## config.mk

```make
export PLATFORM = sky130hd
export DESIGN_NAME = core_perf_event_selector
export DESIGN_NICKNAME = d
export VERILOG_FILES = /design/src/logic/perf_sel_pkg.sv /design/src/logic/qual_if.sv /design/src/logic/count_qualifier.sv /design/src/logic/core_perf_event_selector.sv
export SDC_FILE = /design/constraint.sdc
export NUM_CORES = 1
export LEC_CHECK = 0
export ABC_AREA = 1
export BUFFER_PORTS_ARGS = -buffer_cell sky130_fd_sc_hd__buf_2
export CAP_MARGIN = 10
export CORE_MARGIN = 3
export CORE_UTILIZATION = 40
export CTS_CLUSTER_DIAMETER = 120
export CTS_CLUSTER_SIZE = 10
export DETAILED_ROUTE_END_ITERATION = 6
export GPL_TIMING_DRIVEN = 0
export MAX_ROUTING_LAYER = met4
export PLACE_DENSITY = 0.7
export SYNTH_ARGS = -nofsm -noshare
export SYNTH_HDL_FRONTEND = slang
export SYNTH_HIERARCHICAL = 1
export SYNTH_SLANG_ARGS = --single-unit
```

## constraint.sdc

```tcl
create_clock -name mclk -period 7.35 [get_ports mclk]
set_clock_uncertainty 0.15 [all_clocks]
set_input_delay 0.3675 -clock mclk [delete_from_list [all_inputs] [get_ports mclk]]
set_output_delay 0.3675 -clock mclk [all_outputs]
set_load 0.02 [all_outputs]
```

## src/logic/perf_sel_pkg.sv

```systemverilog
package perf_sel_pkg;

    // register bus geometry, raw count width and threshold field width
    localparam int unsigned ADDR_W        = 8;
    localparam int unsigned DATA_W        = 32;
    localparam int unsigned COUNT_W       = 5;
    localparam int unsigned THRESH_W      = 8;

    // register offsets (byte addresses, one aligned word each)
    localparam logic [7:0]  OFF_EVSEL     = 8'h00;
    localparam logic [7:0]  OFF_COUNTER   = 8'h04;
    localparam logic [7:0]  OFF_STATUS    = 8'h08;

    // event select register field positions
    localparam int unsigned EVSEL_CODE_LSB   = 0;
    localparam int unsigned EVSEL_UMASK_LSB  = 8;
    localparam int unsigned EVSEL_ENABLE_BIT = 16;
    localparam int unsigned EVSEL_INVERT_BIT = 17;
    localparam int unsigned EVSEL_ALL_THREADS_ALLOWED_FLAG_BIT   = 18;
    localparam int unsigned EVSEL_THRESH_LSB = 24;

    // status register field positions
    localparam int unsigned STAT_MISUSE_BIT  = 0;
    localparam int unsigned STAT_KNOWN_BIT   = 1;
    localparam int unsigned STAT_ALLT_BIT    = 2;

    // reset values
    localparam logic [31:0] EVSEL_RESET   = 32'h0000_0000;
    localparam logic [31:0] COUNTER_RESET = 32'h0000_0000;

    // event codes
    localparam logic [7:0]  EV_LD_BLOCKS    = 8'h03;
    localparam logic [7:0]  EV_DTLB_LOAD    = 8'h08;
    localparam logic [7:0]  EV_ALLOC_RECOV  = 8'h0D;
    localparam logic [7:0]  EV_UOPS_ISSUED  = 8'h0E;
    localparam logic [7:0]  EV_DIVIDER      = 8'h14;
    localparam logic [7:0]  EV_L2_REQ       = 8'h24;
    localparam logic [7:0]  EV_LLC          = 8'h2E;
    localparam logic [7:0]  EV_UNHALTED     = 8'h3C;
    localparam logic [7:0]  EV_L1D_PEND     = 8'h48;
    localparam logic [7:0]  EV_EPT          = 8'h4F;
    localparam logic [7:0]  EV_L1D_FILL     = 8'h51;
    localparam logic [7:0]  EV_RS_EVENTS    = 8'h5E;
    localparam logic [7:0]  EV_OFFCORE_OUT  = 8'h60;

    // unit masks
    localparam logic [7:0]  UM_00 = 8'h00;
    localparam logic [7:0]  UM_01 = 8'h01;
    localparam logic [7:0]  UM_02 = 8'h02;
    localparam logic [7:0]  UM_04 = 8'h04;
    localparam logic [7:0]  UM_08 = 8'h08;
    localparam logic [7:0]  UM_10 = 8'h10;
    localparam logic [7:0]  UM_20 = 8'h20;
    localparam logic [7:0]  UM_3F = 8'h3F;
    localparam logic [7:0]  UM_41 = 8'h41;
    localparam logic [7:0]  UM_4F = 8'h4F;
    localparam logic [7:0]  UM_EF = 8'hEF;

    localparam logic [7:0]  THRESH_ONE = 8'h01;

endpackage

```

## src/logic/qual_if.sv

```systemverilog
`timescale 1ns/1ns
interface qual_if;
    logic [4:0] raw_count;
    logic [7:0] threshold;
    logic       invert;
    logic [4:0] increment;

    modport producer
    (
        output raw_count,
        output threshold,
        output invert,
        input  increment
    );

    modport qualifier
    (
        input  raw_count,
        input  threshold,
        input  invert,
        output increment
    );
endinterface

```

## src/logic/count_qualifier.sv

```systemverilog
`timescale 1ns/1ns
module count_qualifier
(
    qual_if.qualifier q    // raw count in, qualified increment out
);
    import perf_sel_pkg::*;

    logic [7:0] raw_wide;
    logic       at_or_above;

    always_comb
    begin
        raw_wide    = {3'h0, q.raw_count};
        at_or_above = (raw_wide >= q.threshold);
        if (q.threshold == 8'h00)
        begin
            q.increment = q.raw_count;
        end
        else if (q.invert)
        begin
            q.increment = {4'h0, ~at_or_above};
        end
        else
        begin
            q.increment = {4'h0, at_or_above};
        end
    end
endmodule

```

## src/logic/core_perf_event_selector.sv

```systemverilog
`timescale 1ns/1ns
module core_perf_event_selector
    import perf_sel_pkg::*;
(
    input  wire logic                               mclk,                      // core clock, 50 MHz
    input  wire logic                               reset,                     // synchronous, active high
    input  wire logic [perf_sel_pkg::ADDR_W-1:0]    reg_addr,                  // register byte address
    input  wire logic [perf_sel_pkg::DATA_W-1:0]    reg_wdata,                 // register write data
    input  wire logic                               reg_wr,                    // write strobe
    input  wire logic                               reg_rd,                    // read strobe
    output logic      [perf_sel_pkg::DATA_W-1:0]    reg_rdata,                 // read data, cycle after strobe
    output logic      [perf_sel_pkg::DATA_W-1:0]    counter_value,             // live counter
    input  wire logic                               ld_store_fwd_block,        // load blocked by store overlap
    input  wire logic                               ld_split_block,            // split load held off
    input  wire logic [2:0]                         page_miss_handler_load,    // handlers walking for loads
    input  wire logic                               alloc_recovery_this,       // allocator recovery, this thread
    input  wire logic                               alloc_recovery_any,        // allocator recovery, any thread
    input  wire logic [2:0]                         register_alias_table_issue, // micro-ops issued this cycle
    input  wire logic [1:0]                         address_compute_op_slow,   // slow ops allocated this cycle
    input  wire logic                               divider_active,            // divider busy
    input  wire logic                               l2_request,                // second-level request
    input  wire logic                               l2_miss,                   // second-level miss
    input  wire logic                               llc_reference,             // last-level reference
    input  wire logic                               llc_miss,                  // last-level miss
    input  wire logic                               unhalted_this,             // this thread unhalted
    input  wire logic                               unhalted_any,              // any thread unhalted
    input  wire logic                               xclk_tick,                 // crystal clock tick pulse
    input  wire logic [4:0]                         l1d_pending_this,          // outstanding misses, this thread
    input  wire logic [4:0]                         l1d_pending_any,           // outstanding misses, whole core
    input  wire logic                               fill_buffer_full,          // demand request found no entry
    input  wire logic [2:0]                         page_miss_handler_ept,     // handlers on nested walks
    input  wire logic                               l1d_fill,                  // line filled into first level
    input  wire logic                               reservation_station_empty, // station empty for thread
    input  wire logic [4:0]                         offcore_request_queue_rd,  // outstanding demand reads
    input  wire logic [4:0]                         read_for_ownership_out     // outstanding ownership reads
);

    qual_if qbus ();

    logic [31:0] evsel_q;
    logic [31:0] counter_q;
    logic [31:0] counter_d;
    logic [31:0] rdata_q;
    logic [31:0] rdata_d;
    logic        misuse_q;
    logic        rs_empty_q;
    logic        known_q;

    logic [7:0]  event_code;
    logic [7:0]  unit_mask;
    logic        count_enable;
    logic        threshold_invert;
    logic        all_threads_qualifier;
    logic [7:0]  count_threshold;

    logic [4:0]  raw_count;
    logic        pair_known;
    logic        all_threads_allowed_flag;
    logic        empty_end_mode;
    logic        wr_evsel;
    logic        wr_counter;
    logic        wr_status;

    assign event_code            = evsel_q[EVSEL_CODE_LSB +: 8];
    assign unit_mask             = evsel_q[EVSEL_UMASK_LSB +: 8];
    assign count_enable          = evsel_q[EVSEL_ENABLE_BIT];
    assign threshold_invert      = evsel_q[EVSEL_INVERT_BIT];
    assign all_threads_qualifier = evsel_q[EVSEL_ALL_THREADS_ALLOWED_FLAG_BIT];
    assign count_threshold       = evsel_q[EVSEL_THRESH_LSB +: 8];

    assign wr_evsel   = reg_wr && (reg_addr == OFF_EVSEL);
    assign wr_counter = reg_wr && (reg_addr == OFF_COUNTER);
    assign wr_status  = reg_wr && (reg_addr == OFF_STATUS);

    // end of an empty period: station was empty last cycle and is not now
    assign empty_end_mode = (event_code == EV_RS_EVENTS) && (unit_mask == UM_01)
                            && (count_threshold == THRESH_ONE) && threshold_invert;

    always_comb
    begin
        raw_count                = 5'h00;
        pair_known               = 1'b1;
        all_threads_allowed_flag = 1'b0;
        case (event_code)
            EV_LD_BLOCKS:
            begin
                if (unit_mask == UM_02)
                begin
                    raw_count = {4'h0, ld_store_fwd_block};
                end
                else if (unit_mask == UM_08)
                begin
                    raw_count = {4'h0, ld_split_block};
                end
                else
                begin
                    pair_known = 1'b0;
                end
            end
            EV_DTLB_LOAD:
            begin
                if (unit_mask == UM_10)
                begin
                    raw_count = {2'h0, page_miss_handler_load};
                end
                else
                begin
                    pair_known = 1'b0;
                end
            end
            EV_ALLOC_RECOV:
            begin
                if (unit_mask == UM_01)
                begin
                    all_threads_allowed_flag = 1'b1;
                    raw_count = {4'h0, all_threads_qualifier ? alloc_recovery_any : alloc_recovery_this};
                end
                else
                begin
                    pair_known = 1'b0;
                end
            end
            EV_UOPS_ISSUED:
            begin
                if (unit_mask == UM_01)
                begin
                    raw_count = {2'h0, register_alias_table_issue};
                end
                else if (unit_mask == UM_20)
                begin
                    raw_count = {3'h0, address_compute_op_slow};
                end
                else
                begin
                    pair_known = 1'b0;
                end
            end
            EV_DIVIDER:
            begin
                if (unit_mask == UM_01)
                begin
                    raw_count = {4'h0, divider_active};
                end
                else
                begin
                    pair_known = 1'b0;
                end
            end
            EV_L2_REQ:
            begin
                if (unit_mask == UM_3F)
                begin
                    raw_count = {4'h0, l2_miss};
                end
                else if (unit_mask == UM_EF)
                begin
                    raw_count = {4'h0, l2_request};
                end
                else
                begin
                    pair_known = 1'b0;
                end
            end
            EV_LLC:
            begin
                if (unit_mask == UM_4F)
                begin
                    raw_count = {4'h0, llc_reference};
                end
                else if (unit_mask == UM_41)
                begin
                    raw_count = {4'h0, llc_miss};
                end
                else
                begin
                    pair_known = 1'b0;
                end
            end
            EV_UNHALTED:
            begin
                all_threads_allowed_flag = 1'b1;
                if (unit_mask == UM_00)
                begin
                    raw_count = {4'h0, all_threads_qualifier ? unhalted_any : unhalted_this};
                end
                else if (unit_mask == UM_01)
                begin
                    raw_count = {4'h0, xclk_tick && (all_threads_qualifier ? unhalted_any : unhalted_this)};
                end
                else
                begin
                    pair_known               = 1'b0;
                    all_threads_allowed_flag = 1'b0;
                end
            end
            EV_L1D_PEND:
            begin
                if (unit_mask == UM_01)
                begin
                    all_threads_allowed_flag = 1'b1;
                    raw_count = all_threads_qualifier ? l1d_pending_any : l1d_pending_this;
                end
                else if (unit_mask == UM_02)
                begin
                    raw_count = {4'h0, fill_buffer_full};
                end
                else
                begin
                    pair_known = 1'b0;
                end
            end
            EV_EPT:
            begin
                if (unit_mask == UM_10)
                begin
                    raw_count = {2'h0, page_miss_handler_ept};
                end
                else
                begin
                    pair_known = 1'b0;
                end
            end
            EV_L1D_FILL:
            begin
                if (unit_mask == UM_01)
                begin
                    raw_count = {4'h0, l1d_fill};
                end
                else
                begin
                    pair_known = 1'b0;
                end
            end
            EV_RS_EVENTS:
            begin
                if (unit_mask == UM_01)
                begin
                    if (empty_end_mode)
                    begin
                        raw_count = {4'h0, rs_empty_q && !reservation_station_empty};
                    end
                    else
                    begin
                        raw_count = {4'h0, reservation_station_empty};
                    end
                end
                else
                begin
                    pair_known = 1'b0;
                end
            end
            EV_OFFCORE_OUT:
            begin
                if (unit_mask == UM_01)
                begin
                    raw_count = offcore_request_queue_rd;
                end
                else if (unit_mask == UM_04)
                begin
                    raw_count = read_for_ownership_out;
                end
                else
                begin
                    pair_known = 1'b0;
                end
            end
            default:
            begin
                pair_known = 1'b0;
            end
        endcase
    end

    assign qbus.raw_count = raw_count;
    assign qbus.threshold = count_threshold;
    // edge mode already yields one per period end, so the invert must not flip it
    assign qbus.invert    = threshold_invert && !empty_end_mode;

    count_qualifier u_qual
    (
        .q (qbus.qualifier)
    );

    always_ff @(posedge mclk)
    begin
        if (reset)
        begin
            evsel_q <= EVSEL_RESET;
        end
        else if (wr_evsel)
        begin
            evsel_q <= reg_wdata;
        end
    end

    // software preset wins over a same-cycle increment
    always_comb
    begin
        counter_d = counter_q;
        if (wr_counter)
        begin
            counter_d = reg_wdata;
        end
        else if (count_enable)
        begin
            counter_d = counter_q + {27'h0, qbus.increment};
        end
    end

    always_ff @(posedge mclk)
    begin
        if (reset)
        begin
            counter_q <= COUNTER_RESET;
        end
        else
        begin
            counter_q <= counter_d;
        end
    end

    always_ff @(posedge mclk)
    begin
        if (reset)
        begin
            rs_empty_q <= 1'b0;
        end
        else
        begin
            rs_empty_q <= reservation_station_empty;
        end
    end

    // the far side should never do this; flag it rather than trust it, set beats clear
    always_ff @(posedge mclk)
    begin
        if (reset)
        begin
            misuse_q <= 1'b0;
        end
        else if (count_enable && all_threads_qualifier && !all_threads_allowed_flag)
        begin
            misuse_q <= 1'b1;
        end
        else if (wr_status && reg_wdata[STAT_MISUSE_BIT])
        begin
            misuse_q <= 1'b0;
        end
    end

    always_ff @(posedge mclk)
    begin
        if (reset)
        begin
            known_q <= 1'b0;
        end
        else
        begin
            known_q <= pair_known;
        end
    end

    always_comb
    begin
        rdata_d = 32'h0000_0000;
        if (reg_rd)
        begin
            case (reg_addr)
                OFF_EVSEL:
                begin
                    rdata_d = evsel_q;
                end
                OFF_COUNTER:
                begin
                    rdata_d = counter_q;
                end
                OFF_STATUS:
                begin
                    rdata_d[STAT_MISUSE_BIT] = misuse_q;
                    rdata_d[STAT_KNOWN_BIT]  = known_q;
                    rdata_d[STAT_ALLT_BIT]   = all_threads_allowed_flag;
                end
                default:
                begin
                    rdata_d = 32'h0000_0000;
                end
            endcase
        end
    end

    always_ff @(posedge mclk)
    begin
        if (reset)
        begin
            rdata_q <= 32'h0000_0000;
        end
        else
        begin
            rdata_q <= rdata_d;
        end
    end

    assign reg_rdata     = rdata_q;
    assign counter_value = counter_q;

endmodule

```

* After elaboration in Yosys (flattened, before gate mapping)
Cells that the tools add are included.
Operators by class: reductions and logical operators 24, equal/unequal tests 26, order comparisons 1, add/sub/neg operators 1, muxes and demuxes 50, bitwise logic cells 2
Operators with widths (count):
- $pmux W5 S13 | 1
- $mux W32 | 2
- $pmux W29 S2 | 1
- $eq A8 B7 Y1 const B | 7
- $eq A8 B4 Y1 const B | 5
- $eq A8 B6 Y1 const B | 5
- $mux W1 | 34
- $add A32 B5 Y32 | 1
- $mux W5 | 5
- $logic_not A8 Y1 | 3
- $eq A8 B1 Y1 const B | 2
- $eq A8 B2 Y1 const B | 2
- $eq A8 B3 Y1 const B | 2
- $eq A8 B5 Y1 const B | 2
- $logic_and A1 B1 Y1 | 12
- $mux W3 | 3
- $pmux W1 S9 | 1
- $pmux W3 S3 | 1
- $eq A8 B8 Y1 const B | 1
- $ge A5 B8 Y1 | 1
- $reduce_or A2 Y1 | 3
- $reduce_bool A2 Y1 | 2
- $reduce_or A4 Y1 | 1
- $logic_not A1 Y1 | 3
- 3 further kinds | 4
Word-level totals: logic and storage cells 110, input port bits 90, flip-flop bits (word level) 99

* Depth between registers and ports, before layout
Gate-level depths: netlist (run 1).
word-level depth 14, gate-level depth with buffers 37

* Cells and area by module
Netlist (run 1), hierarchy kept.
By module, submodules not included:
- core_perf_event_selector | area each 5987.0 um^2, cells each 1004, sequential area each 1981.9 um^2, instances 1
- count_qualifier | area each 247.7 um^2, cells each 49, sequential area each 0.0 um^2, instances 1

* Worst setup path after synthesis (run 1)
OpenSTA, ideal clock, no wires.
kind flip-flop to flip-flop, start reg evsel_q[14], end reg counter_q[14] (netlist: counter_value[14]), library setup time 0.109 ns, data required time 7.091 ns, path buffers 1, path slack 3.581 ns, cell stages (with the launch flop) 30, data arrival time 3.511 ns, cells stage by stage dfxtp_1 nor2_2 nand2_2 nor2_2 buf_4 nand2_2 o31ai_1 ha_1 nand2_1 inv_1 nand2_1 nand2_1 nand2_1 nand3_1 nand2_1 nand3_1 nand2_1 ha_1 inv_1 fa_1 inv_1 nand3_1 nand3_1 nand2_1 nand2_2 nand2_1 o21ai_0 nand3_1 nand2_1 inv_1
Between the ends: elaborated cells on any way between the ends 45, those cells by class add/sub: 1; order compare: 1; eq/ne: 10; mux: 26; bitwise: 1; reduce/logical: 6
RTL lines:
- from (decl) | line core_perf_event_selector.sv:40 | logic [31:0] evsel_q;
- from (signal assigned) | line core_perf_event_selector.sv:292 | evsel_q <= reg_wdata;
- $eq A8 B3 Y1 | line core_perf_event_selector.sv:258 | else if (unit_mask == UM_04)
- $mux W5 | line core_perf_event_selector.sv:258
- $mux W5 | line core_perf_event_selector.sv:254 | if (unit_mask == UM_01)
- $pmux W5 S13 * | line core_perf_event_selector.sv:84 | case (event_code)
- named net qbus.raw_count[3] | line qual_if.sv:3 | logic [4:0] raw_count;
- $ge A5 B8 Y1 * | line count_qualifier.sv:14 | at_or_above = (raw_wide >= q.threshold);
- $not A1 Y1 | line count_qualifier.sv:21 | q.increment = {4'h0, ~at_or_above};
- $mux W1 * | line count_qualifier.sv:19 | else if (q.invert)
- $mux W5 * | line count_qualifier.sv:15 | if (q.threshold == 8'h00)
- named net qbus.increment[0] | line qual_if.sv:6 | logic [4:0] increment;
- $add A32 B5 Y32 * | line core_perf_event_selector.sv:306 | counter_d = counter_q + {27'h0, qbus.increment};
- $mux W32 * | line core_perf_event_selector.sv:304 | else if (count_enable)
- $mux W32 * | line core_perf_event_selector.sv:300 | if (wr_counter)
- to (signal assigned) | line core_perf_event_selector.sv:318 | counter_q <= counter_d;
- to (decl) | line core_perf_event_selector.sv:41 | logic [31:0] counter_q;
Mark *: on every way through the listed nets, which the timed path passes. The rest lies on a longest branch. The select of a mux whose other input is x is not followed. A chain may end at the register's enable or synchronous reset.

* Final worst setup path (run 1)
start reg evsel_q[10], end reg counter_q[14] (netlist: counter_value[14])
The elaborated chain is that of the path after synthesis.

==> results of run 1 <==
worst min path at each step:
stage / start / end / slack, ns / depth (start not counted)
final: reservation_station_empty / rs_empty_q$_SDFF_PP0_ / 0.1 / 3
after global routing: reg_wdata[3] / evsel_q[3]$_SDFFE_PP0P_ / 0.11 / 3
after CTS: reservation_station_empty / rs_empty_q$_SDFF_PP0_ / 0.09 / 3
after detailed placement: evsel_q[23]$_SDFFE_PP0P_ / reg_rdata[23]$_SDFF_PP0_ / 0.31 / 2
after global placement: misuse_q$_SDFFE_PP0P_ / misuse_q$_SDFFE_PP0P_ / 0.31 / 2
after floorplan: evsel_q[19]$_SDFFE_PP0P_ / reg_rdata[19]$_SDFF_PP0_ / 0.29 / 2
state kept, by name, indices dropped and copies added (netlist names):
name / count
counter_value: 32
evsel_q: 32
known_q: 1
misuse_q: 1
reg_rdata: 32
rs_empty_q: 1
layer usage:
layer	up-vias	share of wire, %	routed length [um]	global-route usage, %
met5	-	0	0	-
met4	0	2.9	643	9.44
met3	53	9.8	2170	4.55
met2	396	45	10000	41.5
met1	3286	42	9340	34.0
li1	3663	-	-	-
logic make-up (layout without fill, tap and decap cells):
group / Yosys count / after routing
compound gates: 166 / 166
fa+ha+maj: 11 / 11
flops: 99 / 99
buf+inv: 171 / 339
xor+xnor: 7 / 7
simple gates: 599 / 599
cell usage after synthesis (all sizes together):
library cell	instances
nand2	361
inv	138
nor2	135
dfxtp	99
a21oi	88
nand3	80
o21ai	61
clkbuf	18
buf	15
nand4	13
ha	10
a31oi	8
xor2	7
nand3b	4
nor3	4
o211ai	3
o31ai	3
a22o	2
and2	2
a21boi	1
fa	1
area by class of cell:
type / instances / share of cell area [%]
multi-input combinational: 783 / 47.3
sequential: 99 / 26.4
timing repair buffer: 152 / 10.1
inverter: 138 / 6.99
tap: 188 / 3.13
clock buffer: 9 / 3.00
buffer: 33 / 2.28
clock inverter: 7 / 0.766
power by group through the flow:
| stage | registers, mW | logic [mW] | clock network (mW) |
|---|---|---|---|
| after global placement | 0.550 | 0.0582 | 0 |
| after CTS | 0.538 | 0.0582 | 0.476 |
| final | 0.538 | 0.0594 | 0.468 |
| after global routing | 0.538 | 0.0636 | 0.496 |
| after detailed placement | 0.550 | 0.0578 | 0 |
| after floorplan | 0.550 | 0.0192 | 0 |
metrics by stage:
step	cells	setup slack, ns	util [%]	instance area, sq um
detailed placement	1393	2.70	47.6	7230
global route	1409	2.25	49.4	7510
global placement	1393	2.74	47.6	7230
floorplan	1053	3.58	-	6230
finish	1409	2.58	49.4	7510
CTS	1409	2.65	49.4	7510
worst min-delay path, delay by kind of cell:
family | cells | cell delay, ns
and+or+nand+nor | 1 | 0.07
buffers and inverters | 2 | 0.13
==> load_flow_metrics.sql, run 1 <==
INSERT INTO impl_metrics (metric_group, metric, value, unit) VALUES
('drt', 'routed_wl', '22200', 'um'),
('cts', 'ctsLongestPathBuffers', '2', ''),
('sta', 'count_of_final_hold_check_violations', '0', ''),
('synthesis', 'post_synth_main_area_contributors', 'sky130_fd_sc_hd__dfxtp_1, sky130_fd_sc_hd__nand2_1, sky130_fd_sc_hd__inv_1', ''),
('worst_setup_path', 'crit_path_end', 'counter_value[14]$_SDFFE_PP0P_', ''),
('global_routing', 'grt_pass1_wl', '33500', 'um'),
('layout', 'num-fill-cells', '1615', ''),
('pwr', 'vdd_drop_max', '131', 'uV'),
('place', 'place_congestion', '0.945', ''),
('drt', 'ant_nets', '0', ''),
('layout', 'sequential_cell_area', '0.00198', 'sq mm'),
('worst_setup_path', 'critical_path_depth', '29', ''),
('sta', 'worst_slew_pin_slew', '0.618', 'ns'),
('sta', 'fin_hold_ws', '0.0961', 'ns'),
('synthesis', 'yosysSeqAreaShare', '31.8', '%'),
('cts', 'post_cts_hold_buffer_count', '0', ''),
('drt', 'wl_per_cell', '15.7', 'um'),
('synthesis', 'yosys.area_share.xor_xnor', '0.983', '%'),
('worst_setup_path', 'critPathMaxStageDelay', '0.47', 'ns'),
('synthesis', 'post_synth_mux_area_share', '0', '%'),
('pwr', 'power.switching', '269', 'uW'),
('cts', 'cts_repair_resize_count', '0', ''),
('global_routing', 'first_global_vias', '6591', ''),
('layout', 'flow.area_growth_from_synthesis', '20.5', '%'),
('worst_setup_path', 'slowest_stage', 'sky130_fd_sc_hd__o31ai_1', ''),
('pwr', 'cellInternalPower', '796', 'uW'),
('sta', 'slew_viol_final', '0', ''),
('layout', 'layout.cells.most_common_list', 'sky130_fd_sc_hd__nand2_1, sky130_fd_sc_hd__buf_2, sky130_fd_sc_hd__inv_1, sky130_fd_sc_hd__nor2_1, sky130_fd_sc_hd__dfxtp_1', ''),
('worst_setup_path', 'worst_path_most_repeated_cell', 'sky130_fd_sc_hd__nand2_1', ''),
('pwr', 'power.total', '1.07', 'mW'),
('drt', 'vias', '7398', ''),
('sta', 'maxClockFrequency', '210', 'MHz'),
('floorplanning', 'design.die.area', '0.0171', 'sq mm'),
('worst_setup_path', 'r2r_setup_slack', '2.58', 'ns'),
('global_routing', 'grtUsageTotal', '26.3', '%'),
('layout', 'multi_input_comb_area', '0.00356', 'sq mm'),
('layout', 'final_common_cell', 'sky130_fd_sc_hd__nand2_1', ''),
('synthesis', 'post-synth-top-area-fraction', '31.8', '%'),
('global_routing', 'antenna_violations_before_repair', '0', ''),
('pwr', 'total_power_density_per_cell_area', '142', 'mW/mm^2'),
('cts', 'post_cts.repair.setup_buffers', '0', ''),
('pwr', 'comb_power_share', '5.6', '%'),
('cts', 'tritoncts_clock_tree', 'built', ''),
('worst_setup_path', 'cp_data_arrival_time', '4.89', 'ns'),
('drt', 'drt_first_pass_iters', '5', ''),
('worst_setup_path', 'worstSetupStartpointType', 'flop', ''),
('sta', 'worst_slew_margin_rel', '58.8', '%'),
('floorplanning', 'floorplan.die.height', '131', 'um'),
('synthesis', 'synth-warning-count', '6', ''),
('floorplanning', 'die_w', '131', 'um'),
('synthesis', 'netlist_area', '0.00623', 'sq mm'),
('worst_setup_path', 'worstPathRequired', '7.47', 'ns'),
('sta', 'final.setup.tns', '0', 'ns'),
('cts', 'tritoncts_num_sinks', '99', ''),
('cts', 'cts_bufs_inserted', '9', ''),
('floorplanning', 'std_cell_rows', '45', ''),
('flow_run', 'cap_viol_max_count', '0', ''),
('sta', 'final.min_clock_period', '4.77', 'ns'),
('worst_setup_path', 'path_buf_inv', '5', ''),
('outcome', 'run_status', 'finished, final reports clean', ''),
('synthesis', 'synth_compound_area_share', '13.9', '%'),
('synthesis', 'per_instance_average_area_after_synthesis', '5.92', 'sq um'),
('pwr', 'power_switching_share', '25.3', '%'),
('synthesis', 'synth-simple-area-share', '39.8', '%'),
('layout', 'antenna-diode-count', '0', ''),
('sta', 'rsz_0062_raised_after_global_routing', 'false', ''),
('global_routing', 'grt_start_max_net_pins', '19', ''),
('worst_setup_path', 'critPathTopFamily', 'simple AND/OR/NAND/NOR gates', ''),
('place', 'place.detailed.hpwl', '17900', 'um'),
('synthesis', 'largest_family_of_logic_cells_by_synthesized_area', 'simple AND/OR/NAND/NOR gates', ''),
('worst_setup_path', 'worst-r2r-cell-count', '29', '');
Power figures use the tool's default switching activity.
==> inputs of run 2 (changes only) <==
- ABC_AREA: 1 -> 0
- PLACE_DENSITY: 0.7 -> 0.74
- clock period: 7.35 -> 3.9 ns (I/O delays scaled with it)
==> load_flow_metrics.sql, run 2 <==
INSERT INTO impl_metrics (metric_group, metric, value, unit) VALUES
('outcome', 'run_status', 'finished with violations', ''),
('outcome', 'violated_checks', 'setup timing', ''),
('global_routing', 'antenna_violations_before_repair', '0', ''),
('worst_hold_path', 'min_path_type', 'input port to flop', ''),
('synthesis', 'post_synth_main_area_contributors', 'sky130_fd_sc_hd__dfxtp_1, sky130_fd_sc_hd__nand2_1, sky130_fd_sc_hd__nor2_1', ''),
('drt', 'wl_per_cell', '18.2', 'um'),
('floorplanning', 'std_cell_rows', '41', ''),
('floorplanning', 'floorplan.initialDensity', '41.8', '%'),
('sta', 'post-route-period-util', '123', '%'),
('global_routing', 'grt_pass1_wl', '29100', 'um'),
('drt', 'ant_nets', '0', ''),
('pwr', 'seq_power_share', '49.6', '%'),
('pwr', 'total_power_density_per_cell_area', '254', 'mW/mm^2'),
('place', 'postPlaceCellArea', '0.00646', 'sq mm'),
('cts', 'ctsLongestPathBuffers', '2', ''),
('floorplanning', 'die_w', '122', 'um'),
('layout', 'final_cells', '1102', ''),
('layout', 'flow.area_growth_from_synthesis', '49.1', '%'),
('sta', 'final_critical_path_setup_slack', '-0.909', 'ns'),
('place', 'place_congestion', '0.928', ''),
('worst_setup_path', 'endpoint_class_of_the_critical_path', 'flop', ''),
('synthesis', 'ys_ff_latch', '99', ''),
('synthesis', 'yosysSeqAreaShare', '36.7', '%'),
('sta', 'worst_slew_pin_slew', '0.675', 'ns'),
('pwr', 'vdd_drop_max', '202', 'uV'),
('layout', 'finish.net_count', '1027', ''),
('drt', 'drt-initial-drc-count', '546', ''),
('layout', 'final_common_cell', 'sky130_fd_sc_hd__buf_2', ''),
('cts', 'clockRootBuffer', 'sky130_fd_sc_hd__clkbuf_16', ''),
('global_routing', 'grt_start_max_net_pins', '16', ''),
('layout', 'sequential_cell_area', '0.00200', 'sq mm'),
('cts', 'tritoncts_clock_tree', 'built', ''),
('worst_setup_path', 'worst-path-max-fanout', '6', ''),
('sta', 'maxClockFrequency', '208', 'MHz'),
('sta', 'fin_hold_ws', '0.0695', 'ns'),
('cts', 'clkLatencyLatePin', '0.35', 'ns'),
('flow_run', 'cap_viol_max_count', '0', ''),
('pwr', 'cellInternalPower', '1.59', 'mW'),
('synthesis', 'netlist_area', '0.00540', 'sq mm'),
('synthesis', 'synth.most_common_cell', 'sky130_fd_sc_hd__dfxtp_1', ''),
('pwr', 'power_switching_share', '22.3', '%'),
('layout', 'num-fill-cells', '1082', ''),
('worst_setup_path', 'cp_data_arrival_time', '4.92', 'ns'),
('floorplanning', 'floorplan.die.height', '122', 'um'),
('drt', 'drt_first_pass_iters', '6', ''),
('synthesis', 'synthesized_nets', '776', ''),
('synthesis', 'synth_commonest_cells', 'sky130_fd_sc_hd__dfxtp_1, sky130_fd_sc_hd__nand2_1, sky130_fd_sc_hd__nor2_1', ''),
('sta', 'final.min_clock_period', '4.81', 'ns'),
('sta', 'rsz_0062_raised_after_global_routing', 'true', ''),
('sta', 'count_of_final_hold_check_violations', '0', ''),
('place', 'place.detailed.hpwl', '13300', 'um'),
('synthesis', 'netlist_instances', '675', ''),
('pwr', 'pwr-share-clk', '44.2', '%'),
('cts', 'clkTransAtPathRegs', '0.07', 'ns'),
('synthesis', 'synth_area_leader_cell', 'sky130_fd_sc_hd__dfxtp_1', ''),
('worst_setup_path', 'worstPathRequired', '4.01', 'ns'),
('pwr', 'power.leakage', '3.27', 'nW'),
('synthesis', 'synth-warning-count', '6', ''),
('synthesis', 'postSynth.asyncResetShare', '0', '%'),
('drt', 'drcViolationCount', '0', ''),
('worst_setup_path', 'criticalPathCategory', 'flop to flop', ''),
('worst_setup_path', 'worstSetupStartpointType', 'flop', ''),
('sta', 'slew_viol_final', '0', ''),
('drt', 'routed_wl', '20100', 'um'),
('layout', 'antenna-diode-count', '0', ''),
('layout', 'layout.cells.most_common_list', 'sky130_fd_sc_hd__buf_2, sky130_fd_sc_hd__nand2_1, sky130_fd_sc_hd__dfxtp_1, sky130_fd_sc_hd__nor2_1', ''),
('cts', 'tritoncts_num_sinks', '99', ''),
('synthesis', 'post-synth-top-area-fraction', '36.7', '%'),
('drt', 'vias', '6285', ''),
('pwr', 'power.switching', '456', 'uW'),
('layout', 'layout_cell_share_with_drive_strength_beyond_1', '38.1', '%'),
('layout', 'final_area', '0.00805', 'sq mm'),
('global_routing', 'grt_remaining_overflow', '0', ''),
('synthesis', 'ys_dominant_reg_cell', 'sky130_fd_sc_hd__dfxtp_1', ''),
('drt', 'vias_per_cell', '5.70', ''),
('synthesis', 'synth_cell_types', '69', ''),
('global_routing', 'first_global_vias', '5628', ''),
('floorplanning', 'io_pins', '154', ''),
('floorplanning', 'design.die.area', '0.0149', 'sq mm'),
('floorplanning', 'fp.coreArea', '0.0129', 'sq mm'),
('sta', 'report.final.setup_viol', '31', ''),
('synthesis', 'per_instance_average_area_after_synthesis', '8.00', 'sq um'),
('place', 'placed_cells', '999', ''),
('cts', 'cts_bufs_inserted', '9', ''),
('cts', 'ctsHtreeMaxLevel', '3', ''),
('layout', 'multi_input_comb_area', '0.00359', 'sq mm'),
('global_routing', 'grtUsageTotal', '25.5', '%'),
('synthesis', 'number_of_flops_mapped_to_enable_cells_by_yosys', '0', ''),
('sta', 'worst_slew_margin_rel', '55.0', '%'),
('pwr', 'comb_power_share', '6.2', '%'),
('place', 'buffer_ports.inserted', '152', '');
run 2: changes by cell type after synthesis, sizes merged, moves of 10 or more:
| cell | delta |
|---|---|
| nand2 | -266 |
| inv | -123 |
| nand3 | -60 |
| o21ai | -49 |
| nor2 | -48 |
| a21oi | -34 |
| a22oi | +32 |
| a211oi | +28 |
| xnor2 | +18 |
| mux2i | +11 |
| buf | +10 |
| nor2b | +10 |
| nor3 | +10 |
run 2: final timing paths:
check	from	endpoint	slack (ns)	cells past startpoint
worst max-delay path	evsel_q[0]$_SDFFE_PP0P_	counter_value[14]$_SDFFE_PP0P_	-0.91	25
worst min-delay path	reg_addr[0]	reg_rdata[1]$_SDFF_PP0_	0.07	4
worst max register to register	evsel_q[0]$_SDFFE_PP0P_	counter_value[14]$_SDFFE_PP0P_	-0.91	25
worst min register to register	evsel_q[22]$_SDFFE_PP0P_	evsel_q[22]$_SDFFE_PP0P_	0.32	2
run 2: logic make-up (layout without fill, tap and decap cells):
group           count (synthesis)  in the layout  synth area share, %
simple gates                  298            298                 28.1
compound gates                161            161                 20.1
flops                          99             99                 36.7
buf+inv                        67            322                 5.79
xor+xnor                       26             26                 4.22
mux                            13             13                 2.46
fa+ha+maj                      11             11                 2.69
run 2: layer usage:
layer	global-route usage, %	share of wire (%)
met5	-	0
met4	7.00	2.0
met3	5.11	8.3
met2	40.2	48
met1	33.4	42
run 2: worst max-delay path: stages, from the launching register on:
cell and delay [ns]:
sky130_fd_sc_hd__dfxtp_2 0.32, sky130_fd_sc_hd__buf_6 0.12, sky130_fd_sc_hd__or4b_4 0.58, sky130_fd_sc_hd__nor3b_4 0.25, sky130_fd_sc_hd__nand4_1 0.12, sky130_fd_sc_hd__nand2_1 0.14, sky130_fd_sc_hd__nor4b_4 0.07, sky130_fd_sc_hd__nand3_2 0.11
sky130_fd_sc_hd__inv_2 0.06, sky130_fd_sc_hd__ha_4 0.27, sky130_fd_sc_hd__nor2b_4 0.03, sky130_fd_sc_hd__o21ai_2 0.14, sky130_fd_sc_hd__a31oi_2 0.11, sky130_fd_sc_hd__or4b_4 0.51, sky130_fd_sc_hd__nand3_4 0.10, sky130_fd_sc_hd__ha_4 0.14
sky130_fd_sc_hd__inv_2 0.03, sky130_fd_sc_hd__fa_2 0.36, sky130_fd_sc_hd__nor2b_2 0.14, sky130_fd_sc_hd__o31a_1 0.21, sky130_fd_sc_hd__buf_4 0.14, sky130_fd_sc_hd__buf_6 0.09, sky130_fd_sc_hd__o21ai_4 0.10, sky130_fd_sc_hd__nor2_2 0.11
sky130_fd_sc_hd__xnor2_1 0.07, sky130_fd_sc_hd__a211oi_1 0.25
run 2: final cells by class:
cell class              count  share of cell area [%]
clock inverters             4                   0.637
multi-input cells         509                    44.6
well taps                 172                    2.67
flip-flops and latches     99                    24.8
clock buffers              11                    3.02
repair buffers            246                    20.1
inverters                  15                   0.699
plain buffers              46                    3.47
run 2: timing repair:
item / CTS / global route
setup buffers: 34 / 30
gates resized for setup: 49 / 84
endpoints found under the hold margin: 43 / 0
setup endpoints to repair: 32 / 32
hold buffers: 33 / 0
pin swaps: 49 / 58
run 2: power groups by stage:
| stage | logic, mW | registers, mW | clock network, mW |
|---|---|---|---|
| 2_1_floorplan | 0.0270 | 1.04 | 0 |
| 3_3_place_gp | 0.0931 | 1.04 | 0 |
| 3_5_place_dp | 0.0937 | 1.04 | 0 |
| 4_1_cts | 0.121 | 1.01 | 0.895 |
| 5_1_grt | 0.135 | 1.01 | 0.939 |
| 6_report | 0.127 | 1.01 | 0.905 |
run 2: through the flow:
stage	power, mW	setup slack, ns	TNS [ns]	utilization (%)
2_1_floorplan	1.06	-0.616	-9.22	-
3_3_place_gp	1.13	-1.38	-29.80	50.0
3_5_place_dp	1.13	-1.46	-32.88	50.0
4_1_cts	2.03	-0.825	-18.99	58.1
5_1_grt	2.09	-1.11	-28.40	62.3
6_report	2.05	-0.909	-23.00	62.3
